==> src/design/led_seq_pkg.sv <==
// Purpose: shared constants and types for the led behaviour sequencer
// Assumes: apb word registers, 25 MHz pclk, 1 ms time base
// Notes:   register indices are byte address divided by four
//
// Function
// [RULE1] ramp settings latched at start, held until re-actuation
// [RULE2] pulse one ignores drive bit until finished
// [RULE3] behaviour select change acts on channel at once
// [RULE4] link switch: direct/breathe follow, pulses finish
// [RULE5] unlinked with drive bit low acts as release
// [RULE6] linked without touch acts as release
// [RULE7] two-bit select per channel, two registers
// [RULE8] direct: active on touch/set, inactive on release/clear
// [RULE9] pulse one: counted min-max-min pulses, no stop
// [RULE10] start-trigger bit picks touch or release start
// [RULE11] pulse two: pulse until stop, then counted pulses
// [RULE12] breathe: min to max and back, half period each
// [RULE13] seven-bit period, 32 ms steps, zero equals one
// [RULE14] pulse one period register resets to 1024 ms
// [RULE15] short periods run as fast as ramp allows
// [RULE16] pwm rate from behaviour; direct uses maximum rate
// [RULE17] unlinked drive bit set/cleared is touch/release
// [RULE18] pulse two period resets to 640 ms
// [RULE19] breathe period resets to 2976 ms
// [RULE20] pulse count code n gives n+1 pulses
// [RULE21] millisecond time base times all channels

package led_seq_pkg;

   // ---------------------------------------------------------------
   // register indices
   // ---------------------------------------------------------------
   localparam logic [7:0] IDX_BEHAV_LOW  = 8'h81;
   localparam logic [7:0] IDX_BEHAV_HIGH = 8'h82;
   localparam logic [7:0] IDX_P1_PERIOD  = 8'h84;
   localparam logic [7:0] IDX_P2_PERIOD  = 8'h85;
   localparam logic [7:0] IDX_BR_PERIOD  = 8'h86;
   localparam logic [7:0] IDX_CONFIG     = 8'h88;
   localparam logic [7:0] IDX_HOST_DRIVE = 8'h8A;
   localparam logic [7:0] IDX_LINK       = 8'h8B;
   localparam logic [7:0] IDX_DUTY       = 8'h8C;
   localparam logic [7:0] IDX_ACTIVE     = 8'h8D;
   localparam logic [7:0] IDX_TOUCH      = 8'h8E;

   // ---------------------------------------------------------------
   // reset values and fields
   // ---------------------------------------------------------------
   localparam logic [7:0] RST_BEHAV     = 8'h00;
   localparam logic [7:0] RST_P1_PERIOD = 8'h20;
   localparam logic [7:0] RST_P2_PERIOD = 8'h14;
   localparam logic [7:0] RST_BR_PERIOD = 8'h5D;
   localparam logic [7:0] RST_CONFIG    = 8'h04;
   localparam logic [7:0] RST_DUTY      = 8'hF0;
   localparam logic [7:0] RST_ZERO      = 8'h00;
   localparam int         P1_TRIG_BIT   = 7;
   localparam int         PER_W         = 7;
   localparam int         CNT1_LSB      = 0;
   localparam int         CNT2_LSB      = 3;
   localparam int         CNT_W         = 3;
   localparam int         DUTY_MIN_LSB  = 0;
   localparam int         DUTY_MAX_LSB  = 4;
   localparam int         LVL_W         = 4;
   localparam int         NUM_CHAN      = 8;

   // ---------------------------------------------------------------
   // timing
   // ---------------------------------------------------------------
   localparam int unsigned CLK_HZ         = 25_000_000;
   localparam int unsigned TIME_BASE_MS   = 1;
   localparam int unsigned TICK_CYCLES    = CLK_HZ / 1000 * TIME_BASE_MS;
   localparam int unsigned PERIOD_STEP_MS = 32;
   localparam int unsigned HALF_STEP_MS   = PERIOD_STEP_MS / 2;
   localparam int          HALF_W         = 11;
   localparam logic [1:0]  SLOW_PRESCALE  = 2'h3;

   typedef enum logic [1:0] {
      BEH_DIRECT    = 2'h0,
      BEH_PULSE_ONE = 2'h1,
      BEH_PULSE_TWO = 2'h2,
      BEH_BREATHE   = 2'h3
   } behavior_t;

   typedef enum logic [3:0] {
      ST_IDLE = 4'h1,
      ST_ON   = 4'h2,
      ST_UP   = 4'h4,
      ST_DOWN = 4'h8
   } seq_state_t;

   // half of a period in ms; settings 0 and 1 both mean one step
   function automatic logic [HALF_W-1:0] half_ms(input logic [PER_W-1:0] field);
      logic [PER_W-1:0] eff;
      eff     = (field == 7'h00) ? 7'h01 : field;
      half_ms = HALF_W'(eff * HALF_STEP_MS);
   endfunction : half_ms

endpackage : led_seq_pkg

==> src/design/chan_drive_if.sv <==
// Purpose: carries ms tick and per-channel brightness between modules
// Assumes: one pclk domain
// Notes:   level 15 means fully on
`timescale 1ns/10ps

interface chan_drive_if;
   import led_seq_pkg::*;
   logic                         tick;
   logic [NUM_CHAN-1:0][LVL_W-1:0] level;
   logic [NUM_CHAN-1:0]          fast;

   modport timebase (output tick);
   modport seq      (input tick, output level, output fast);
   modport pwm      (input level, input fast);
endinterface : chan_drive_if

==> src/design/led_behavior_sequencer.sv <==
// Purpose: eight-channel led behaviour sequencer with apb registers
// Assumes: touch inputs are asynchronous levels; apb master on pclk
// Notes:   led_on is active high; polarity is handled outside
//
// Added by the designer: the APB interface to the registers.
`timescale 1ns/10ps

module led_behavior_sequencer
   import led_seq_pkg::*;
#(
   parameter int unsigned TICKS_PER_MS = TICK_CYCLES
) (
   // clock and reset
   input  wire logic                pclk,
   input  wire logic                presetn,
   // apb slave
   input  wire logic                psel,
   input  wire logic                penable,
   input  wire logic                pwrite,
   input  wire logic [11:0]         paddr,
   input  wire logic [31:0]         pwdata,
   output logic                     pready,
   output logic [31:0]              prdata,
   output logic                     pslverr,
   // touch sensing
   input  wire logic [NUM_CHAN-1:0] touch,
   // led drive
   output logic [NUM_CHAN-1:0]      led_on
);
   import led_seq_pkg::*;

   // ---------------------------------------------------------------
   // registers
   // ---------------------------------------------------------------
   logic [7:0]          behav_low;
   logic [7:0]          behav_high;
   logic [15:0]         behav_all;
   logic [7:0]          p1_period;
   logic [PER_W-1:0]    p2_period;
   logic [PER_W-1:0]    br_period;
   logic [5:0]          led_config;
   logic [7:0]          host_drive_bit;
   logic [7:0]          link_en;
   logic [7:0]          duty;
   logic [NUM_CHAN-1:0] active;
   logic [NUM_CHAN-1:0] touch_meta;
   logic [NUM_CHAN-1:0] touch_sync;
   logic [7:0]          index;
   logic                setup;
   logic                wr_en;
   logic                known;
   logic [31:0]         rd_word;

   chan_drive_if drv ();

   assign index = paddr[9:2];
   assign behav_all = {behav_high, behav_low};
   assign setup = psel & ~penable;
   // refused addresses must never alias onto a mapped register
   assign wr_en = psel & penable & pready & pwrite & known;
   assign known = (paddr[11:10] == 2'h0) && (paddr[1:0] == 2'h0) &&
                  (index inside {IDX_BEHAV_LOW, IDX_BEHAV_HIGH, IDX_P1_PERIOD,
                                 IDX_P2_PERIOD, IDX_BR_PERIOD, IDX_CONFIG,
                                 IDX_HOST_DRIVE, IDX_LINK, IDX_DUTY,
                                 IDX_ACTIVE, IDX_TOUCH});

   // ---------------------------------------------------------------
   // apb handshake: answer one cycle after setup, no wait states
   // ---------------------------------------------------------------
   always_ff @(posedge pclk or negedge presetn) begin
      if (!presetn) begin
         pready  <= 1'b0;
         pslverr <= 1'b0;
         prdata  <= 32'h0000_0000;
      end else begin
         pready  <= setup;
         pslverr <= setup & ~known;
         prdata  <= (setup && !pwrite && known) ? rd_word : 32'h0000_0000;
      end
   end

   always_comb begin
      rd_word = 32'h0000_0000;
      unique case (index)
         IDX_BEHAV_LOW:  rd_word[7:0] = behav_low;
         IDX_BEHAV_HIGH: rd_word[7:0] = behav_high;
         IDX_P1_PERIOD:  rd_word[7:0] = p1_period;
         IDX_P2_PERIOD:  rd_word[7:0] = {1'b0, p2_period};
         IDX_BR_PERIOD:  rd_word[7:0] = {1'b0, br_period};
         IDX_CONFIG:     rd_word[7:0] = {2'h0, led_config};
         IDX_HOST_DRIVE: rd_word[7:0] = host_drive_bit;
         IDX_LINK:       rd_word[7:0] = link_en;
         IDX_DUTY:       rd_word[7:0] = duty;
         IDX_ACTIVE:     rd_word[7:0] = active;
         IDX_TOUCH:      rd_word[7:0] = touch_sync;
         default:        rd_word      = 32'h0000_0000;
      endcase
   end

   // ---------------------------------------------------------------
   // register writes
   // ---------------------------------------------------------------
   always_ff @(posedge pclk or negedge presetn) begin
      if (!presetn) begin
         behav_low      <= RST_BEHAV;
         behav_high     <= RST_BEHAV;
         p1_period      <= RST_P1_PERIOD; // RULE14
         p2_period      <= RST_P2_PERIOD[PER_W-1:0]; // RULE18
         br_period      <= RST_BR_PERIOD[PER_W-1:0]; // RULE19
         led_config     <= RST_CONFIG[5:0]; // RULE20
         host_drive_bit <= RST_ZERO;
         link_en        <= RST_ZERO;
         duty           <= RST_DUTY;
      end else if (wr_en) begin
         unique case (index)
            IDX_BEHAV_LOW:  behav_low      <= pwdata[7:0]; // RULE7
            IDX_BEHAV_HIGH: behav_high     <= pwdata[7:0]; // RULE7
            IDX_P1_PERIOD:  p1_period      <= pwdata[7:0]; // RULE10
            IDX_P2_PERIOD:  p2_period      <= pwdata[PER_W-1:0];
            IDX_BR_PERIOD:  br_period      <= pwdata[PER_W-1:0];
            IDX_CONFIG:     led_config     <= pwdata[5:0];
            IDX_HOST_DRIVE: host_drive_bit <= pwdata[7:0];
            IDX_LINK:       link_en        <= pwdata[7:0];
            IDX_DUTY:       duty           <= pwdata[7:0];
            default:        ;
         endcase
      end
   end

   // ---------------------------------------------------------------
   // touch synchroniser
   // ---------------------------------------------------------------
   always_ff @(posedge pclk or negedge presetn) begin
      if (!presetn) begin
         touch_meta <= 8'h00;
         touch_sync <= 8'h00;
      end else begin
         touch_meta <= touch;
         touch_sync <= touch_meta;
      end
   end

   // ---------------------------------------------------------------
   // time base and pwm
   // ---------------------------------------------------------------
   ms_timebase #(
      .TICKS   (TICKS_PER_MS)
   ) u_timebase (
      .pclk    (pclk),
      .presetn (presetn),
      .tb      (drv)
   );

   led_pwm_out u_pwm (
      .pclk    (pclk),
      .presetn (presetn),
      .drv     (drv),
      .led_on  (led_on)
   );

   // ---------------------------------------------------------------
   // per-channel sequencer
   // ---------------------------------------------------------------
   for (genvar g = 0; g < NUM_CHAN; g++) begin : g_seq
      behavior_t          sel;
      seq_state_t         state;
      logic               src;
      logic               src_prev;
      logic               rise;
      logic               fall;
      logic               start_evt;
      logic               stopping;
      logic [3:0]         left;
      logic [HALF_W-1:0]  half_q;
      logic [HALF_W-1:0]  pos;
      logic [HALF_W-1:0]  acc;
      logic [HALF_W-1:0]  acc_sum;
      logic [LVL_W-1:0]   min_q;
      logic [LVL_W-1:0]   max_q;
      logic [LVL_W-1:0]   span;
      logic [LVL_W-1:0]   level;
      logic [HALF_W-1:0]  next_half;
      logic               ramp_end;

      assign sel = behavior_t'(behav_all[2*g +: 2]); // RULE7
      // a linked channel follows its sensor, else the host drive bit
      assign src = link_en[g] ? touch_sync[g] : host_drive_bit[g]; // RULE17
      // a source swap shows up as a level change: a missing touch or a
      // low drive bit is seen as a release
      assign rise = src & ~src_prev; // RULE4
      assign fall = ~src & src_prev; // RULE5 RULE6
      assign start_evt = p1_period[P1_TRIG_BIT] ? fall : rise; // RULE10
      assign span = (max_q > min_q) ? max_q - min_q : 4'h0;
      assign acc_sum = acc + HALF_W'(span);
      assign ramp_end = (pos == half_q - 11'h001);

      always_comb begin
         unique case (sel)
            BEH_PULSE_ONE: next_half = half_ms(p1_period[PER_W-1:0]); // RULE13
            BEH_PULSE_TWO: next_half = half_ms(p2_period); // RULE13
            default:       next_half = half_ms(br_period); // RULE12
         endcase
      end

      always_ff @(posedge pclk or negedge presetn) begin
         if (!presetn) src_prev <= 1'b0;
         else          src_prev <= src;
      end

      // settings are taken once per actuation, so edits made while
      // breathing wait for the next start
      always_ff @(posedge pclk or negedge presetn) begin
         if (!presetn) begin
            half_q <= 11'h010;
            min_q  <= 4'h0;
            max_q  <= 4'hF;
         end else if (state == ST_IDLE || state == ST_ON) begin // RULE1
            half_q <= next_half;
            min_q  <= duty[DUTY_MIN_LSB +: LVL_W];
            max_q  <= duty[DUTY_MAX_LSB +: LVL_W];
         end
      end

      always_ff @(posedge pclk or negedge presetn) begin
         if (!presetn) begin
            state    <= ST_IDLE;
            stopping <= 1'b0;
            left     <= 4'h0;
            pos      <= 11'h000;
            acc      <= 11'h000;
            level    <= 4'h0;
         end else if (sel == BEH_DIRECT) begin
            state    <= src ? ST_ON : ST_IDLE; // RULE8 RULE3
            stopping <= 1'b0;
            pos      <= 11'h000;
            acc      <= 11'h000;
            level    <= duty[DUTY_MIN_LSB +: LVL_W];
         end else if (state == ST_ON ||
                      (state == ST_IDLE &&
                       ((sel == BEH_PULSE_ONE) ? start_evt : rise))) begin // RULE3 RULE2
            state    <= ST_UP;
            stopping <= 1'b0;
            left     <= {1'b0, led_config[CNT1_LSB +: CNT_W]} + 4'h1; // RULE20 RULE9
            pos      <= 11'h000;
            acc      <= 11'h000;
            level    <= duty[DUTY_MIN_LSB +: LVL_W];
         end else if (state == ST_IDLE) begin
            level    <= duty[DUTY_MIN_LSB +: LVL_W];
         end else if (sel == BEH_BREATHE && fall) begin
            state    <= ST_IDLE; // RULE12 RULE4
         end else if (sel == BEH_PULSE_TWO && fall && !stopping) begin
            stopping <= 1'b1; // RULE11
            left     <= {1'b0, led_config[CNT2_LSB +: CNT_W]} + 4'h1; // RULE20
         end else if (drv.tick) begin // RULE21
            // one level step per ms at most; each half period still ends
            // after half_q ticks, where the level is set to max_q or min_q
            if (ramp_end) begin // RULE15
               pos <= 11'h000;
               acc <= 11'h000;
               if (state == ST_UP) begin
                  state <= ST_DOWN;
                  level <= max_q;
               end else begin
                  level <= min_q;
                  if ((sel == BEH_PULSE_ONE || stopping) && left <= 4'h1)
                     state <= ST_IDLE; // RULE9 RULE11
                  else begin
                     state <= ST_UP;
                     if (sel == BEH_PULSE_ONE || stopping)
                        left <= left - 4'h1;
                  end
               end
            end else begin
               pos <= pos + 11'h001;
               if (acc_sum >= half_q) begin // RULE12
                  acc <= acc_sum - half_q;
                  if (state == ST_UP && level < max_q)
                     level <= level + 4'h1;
                  else if (state == ST_DOWN && level > min_q)
                     level <= level - 4'h1;
               end else begin
                  acc <= acc_sum;
               end
            end
         end
      end

      // drive level: direct follows the duty register live
      always_ff @(posedge pclk or negedge presetn) begin
         if (!presetn) begin
            drv.level[g] <= 4'h0;
            drv.fast[g]  <= 1'b1;
            active[g]    <= 1'b0;
         end else begin
            drv.level[g] <= (state == ST_ON) ? duty[DUTY_MAX_LSB +: LVL_W] : level;
            drv.fast[g]  <= (sel == BEH_DIRECT); // RULE16
            active[g]    <= (state != ST_IDLE);
         end
      end
   end

endmodule : led_behavior_sequencer

==> src/design/led_pwm_out.sv <==
// Purpose: sixteen-step pwm per channel from brightness level
// Assumes: level 15 is always on
// Notes:   ramping channels run a slower pwm to keep ramp steps clean
`timescale 1ns/10ps

module led_pwm_out
   import led_seq_pkg::*;
(
   input  wire logic                pclk,
   input  wire logic                presetn,
   chan_drive_if.pwm                drv,
   output logic [NUM_CHAN-1:0]      led_on
);
   logic [1:0]                     prescale;
   logic [NUM_CHAN-1:0][LVL_W-1:0] phase;

   always_ff @(posedge pclk or negedge presetn) begin
      if (!presetn) prescale <= 2'h0;
      else          prescale <= prescale + 2'h1;
   end

   for (genvar g = 0; g < NUM_CHAN; g++) begin : g_ch
      always_ff @(posedge pclk or negedge presetn) begin
         if (!presetn) begin
            phase[g]  <= 4'h0;
            led_on[g] <= 1'b0;
         end else begin
            if (drv.fast[g] || prescale == SLOW_PRESCALE) // RULE16
               phase[g] <= phase[g] + 4'h1;
            led_on[g] <= (phase[g] < drv.level[g]) || (drv.level[g] == 4'hF);
         end
      end
   end
endmodule : led_pwm_out

==> src/design/ms_timebase.sv <==
// Purpose: one-cycle tick every millisecond
// Assumes: pclk at the package clock rate
// Notes:   TICKS is shortened in simulation
`timescale 1ns/10ps

module ms_timebase #(
   parameter int unsigned TICKS = 25000
) (
   input  wire logic    pclk,
   input  wire logic    presetn,
   chan_drive_if.timebase tb
);
   logic [15:0] count;

   always_ff @(posedge pclk or negedge presetn) begin
      if (!presetn) begin
         count   <= 16'h0000;
         tb.tick <= 1'b0;
      end else if (count == 16'(TICKS - 1)) begin // RULE21
         count   <= 16'h0000;
         tb.tick <= 1'b1;
      end else begin
         count   <= count + 16'h0001;
         tb.tick <= 1'b0;
      end
   end
endmodule : ms_timebase

==> config.mk <==
export PLATFORM = sky130hd
export DESIGN_NAME = led_behavior_sequencer
export DESIGN_NICKNAME = d
export VERILOG_FILES = /design/src/design/led_seq_pkg.sv /design/src/design/chan_drive_if.sv /design/src/design/led_behavior_sequencer.sv /design/src/design/led_pwm_out.sv /design/src/design/ms_timebase.sv
export SDC_FILE = /design/constraint.sdc
export NUM_CORES = 2
export LEC_CHECK = 0
export BUFFER_PORTS_ARGS = -buffer_cell sky130_fd_sc_hd__buf_2
export CORE_AREA = 3 3 454 231
export DETAILED_ROUTE_END_ITERATION = 8
export DIE_AREA = 0 0 457 234
export GPL_TIMING_DRIVEN = 0
export SLEW_MARGIN = 20
export SYNTH_ARGS = -nofsm -noshare
export SYNTH_HDL_FRONTEND = slang
export SYNTH_SLANG_ARGS = --single-unit
==> constraint.sdc <==
create_clock -name pclk -period 4.3 [get_ports pclk]
set_input_delay 0.215 -clock pclk [delete_from_list [all_inputs] [get_ports pclk]]
set_output_delay 0.215 -clock pclk [all_outputs]
set_load 0.02 [all_outputs]
==> flow_summary.yaml <==
power:
  p_int_w: 0.00951
  clockPowerShare_pct: 50.2
  ir_drop_v: 0.000264
  p_comb_share_pct: 2.6
  leakage_nw: 21.5
  p_sw_share_pct: 22.7
  p_seq_share_pct: 47.2
  p_sw_w: 0.00279
  p_per_area_nw_per_um2: 249
setup_path:
  endpoint_kind: "flop"
  worstRegToRegCells: 22
  cp-start-kind: "flop"
  reg2reg_to: "g_seq[0].level[2]$_DFFE_PN0P_"
  cp-startpoint: "g_seq[0].max_q[0]$_DFFE_PN1P_"
  r2r_slack_ps: -510
  crit_arrival_ps: 5310
  criticalPathCategory: "flop to flop"
  rr_startpoint: "g_seq[0].max_q[0]$_DFFE_PN1P_"
  cp_max_fo: 4
  crit_path_end: "g_seq[0].level[2]$_DFFE_PN0P_"
  cp.required_ps: 4810
yosys:
  synth-compound-area-share_pct: 18.4
  synthFlopType: "dfrtp_1"
  syn_area_um2: 40400
  async_flop_share_pct: 100
  avgSynthCellArea_um2: 9.15
  synth.top_cell.area_share_pct: 33.5
  synthXorXnorAreaFrac_pct: 5.59
  muxShareOfSynthArea_pct: 7.27
  syn_inst: 4416
  synth_top_cell_by_area: "dfrtp_1"
  yosys_warnings: 0
  yosysSeqAreaShare_pct: 37.9
  yosysUniqueCellTypes: 104
  synth_commonest_cells: "540 x dfrtp_1, 452 x o21ai_0, 405 x nand2_1"
  yosysMostFrequentCell: "dfrtp_1"
  synthAdderAreaFrac_pct: 10.6
  yosys-top-cells-area: "dfrtp_1 33%, ha_1 9.0%, o21ai_0 5.6%"
  synth_simple_gate_area_share_pct: 15.3
  synth_top_family_by_area: "compound AO/OA/AOI/OAI gates"
  synth_edf_count: 0
  synth_seq_cells: 609
finish:
  fin_util_pct: 49.1
  finalNetCount: 5181
  syn_to_final_growth_pct: 22.1
  postLayoutCellArea_um2: 49300
  drive_gt1_share_pct: 23.5
routing:
  wl_per_cell_um: 20.0
  drt_iter0_drc: 3283
  viasPerCell: 5.68
  drt_pass1_iterations: 8
  vias: 35235
  antenna_left: 0
  drc_errors: 0
  finalWirelength_um: 124000
sta:
  max_freq_mhz: 208
  setup_viol_count_final: 77
  worst_pin_slew_ps: 1260
  worst_slack_ps: -506
  drv_slew: 0
  fin_tns_setup_ps: -15400
  skew_ps: 36.1
  final_hold_viol_count: 0
  relSlewSlack_pct: 16.1
  timing.final.crit_share_pct: 112
  min_period_ps: 4810
  rsz0062_at_grt: "true"
global_route:
  grt_pass1_wl_um: 191000
  grt_start_max_net_pins: 98
  grt_use_total_pct: 22.5
  grt.overflow.total: 0
  antenna_found_initial: 10
  grt_pass1_vias: 33820
placement:
  placed_area_um2: 43000
  port_buffers: 50
  pre_cts_slack_ps: -778
  hpwl_um: 82700
  gp_congestion: 0.910
clock_network:
  htreeDepth: 3
  path_clk_slew_ps: 60
  worstSkewPairLatency_ps: 660
  numCtsBuffers: 66
  cts-root-buf: "clkbuf_16"
  cts_tree: "done"
  cts_buffer_depth: 3
  clkSinkCount: 609
floorplan:
  die_h_um: 234
  die_area_um2: 107000
  io-pin-count: 99
  start_util_pct: 40.2
  core_um2: 100000
  die_width_um: 457
  fp-row-count: 82
min_path:
  hold_class: "primary input to flop"
job:
  maxCapViolCount: 0
run_status:
  violations: "setup timing"
  status: "finished, violations left"
[cells in the final DEF, fill, tap and decap left out, types with 20 or more instances in the layout]
master / n
dfrtp_1: 535
clkbuf_16: 70
xnor2_2: 29
inv_1: 263
a21oi_2: 47
nor2b_1: 43
ha_4: 26
nor3_1: 52
mux2i_1: 60
buf_2: 75
a21oi_1: 189
nand2b_1: 37
xnor2_1: 137
o31ai_1: 28
a22oi_1: 69
buf_4: 201
nand2_1: 389
clkbuf_1: 135
nor2_1: 302
nand3_1: 83
a21o_1: 70
fa_2: 20
a31oi_1: 35
buf_6: 39
conb_1: 24
and3_1: 66
o21ai_1: 44
ha_1: 252
o211ai_1: 28
nand4_1: 41
xor2_1: 85
o22ai_1: 27
a22o_1: 40
dfstp_2: 69
nor3_2: 23
o21ai_0: 400
mux2_2: 179
o21a_1: 26
[layout make-up]
class	count	area [um2]
fillers	9081	51100
multi-input cells	3345	25400
flip-flops and latches	609	15300
repair buffers	293	2500
clock buffers	90	1890
well taps	1344	1680
inverters	284	1070
plain buffers	201	978
clock inverters	30	404
diodes	4	10.0
[critical path, cell delays in order, from the launching register on]
cell and delay (ps):
dfstp_2 380, inv_2 70, ha_4 130, inv_4 30
fa_2 330, a21o_1 200, a21oi_2 210, a41o_1 160
nor2_2 50, ha_1 310, buf_4 150, a21oi_2 190
nor2b_2 80, o211a_1 270, nand2_2 100, xnor2_2 90
ha_4 310, nand3_2 80, or4b_4 540, a221oi_4 380
nor2_2 90, o21ai_4 220, mux2_4 320
[power by group through the flow]
stage | sequential, W | clock [W] | combinational, W
2_1_floorplan | 0.00591 | 0 | 0.000101
3_3_place_gp | 0.00591 | 0 | 0.000290
3_5_place_dp | 0.00591 | 0 | 0.000315
4_1_cts | 0.00581 | 0.00631 | 0.000330
5_1_grt | 0.00581 | 0.00654 | 0.000366
6_report | 0.00581 | 0.00617 | 0.000321
[layer usage]
layer  track usage (%)  vias to the layer above  wire length [um]  share of wire, %
met2              35.7                     1120             55800                45
met4              8.08                        2              4450               3.6
li1                  -                    16454                 -                 -
met5                 0                        -                19             0.015
met1              30.8                    17394             55700                45
met3              4.06                      265              8180               6.6
[through the flow]
step                power [W]  hold WS, ps  std cells
floorplan             0.00602        -80.6       4439
global placement      0.00620          322       5833
detailed placement    0.00623          252       5840
CTS                    0.0124         2.79       6132
global route           0.0127         31.8       6199
finish                 0.0123         54.4       6200
[worst min-delay path by stage]
stage	slack [ps]	endpoint	start	cells after the start
after floorplan	-80	active[0]$_DFF_PN0_	presetn	0
after global placement	320	touch_meta[0]$_DFF_PN0_	touch[0]	1
after detailed placement	250	g_seq[2].acc[3]$_DFFE_PN0P_	presetn	1
after CTS	3	pslverr$_DFF_PN0_	paddr[7]	4
after global routing	30	link_en[2]$_DFFE_PN0P_	pwdata[2]	2
final	50	pslverr$_DFF_PN0_	paddr[7]	4
[state kept, by name, summed over array words and instances, names as in the netlist, 16 cells and up]
signal            flops
drv.level            32
g_seq.level          32
g_seq.half_q         56
g_seq.pos            88
u_pwm.phase          32
g_seq.left           32
g_seq.acc            88
u_timebase.count     16
g_seq.state          32
g_seq.max_q          32
g_seq.min_q          32
[timing repair]
action                                  CTS  global route
pin swaps                               209           189
cloned                                    5             3
hold buffers                             17             0
endpoints found under the setup margin   88            88
endpoints found under the hold margin   128             0
setup buffers                           152            67
gates resized for setup                 290           192
[cells by family (layout without fill, tap and decap cells)]
logic type               Yosys count  count (layout)
other                              1              28
AO/OA/AOI/OAI                   1194            1194
adder cells (fa/ha/maj)          324             324
AND/OR/NAND/NOR                 1277            1278
XOR/XNOR                         258             258
multiplexers                     267             267
buffers and inverters            486             898
flip-flops                       609             609
(Power assumes the default switching activity.)
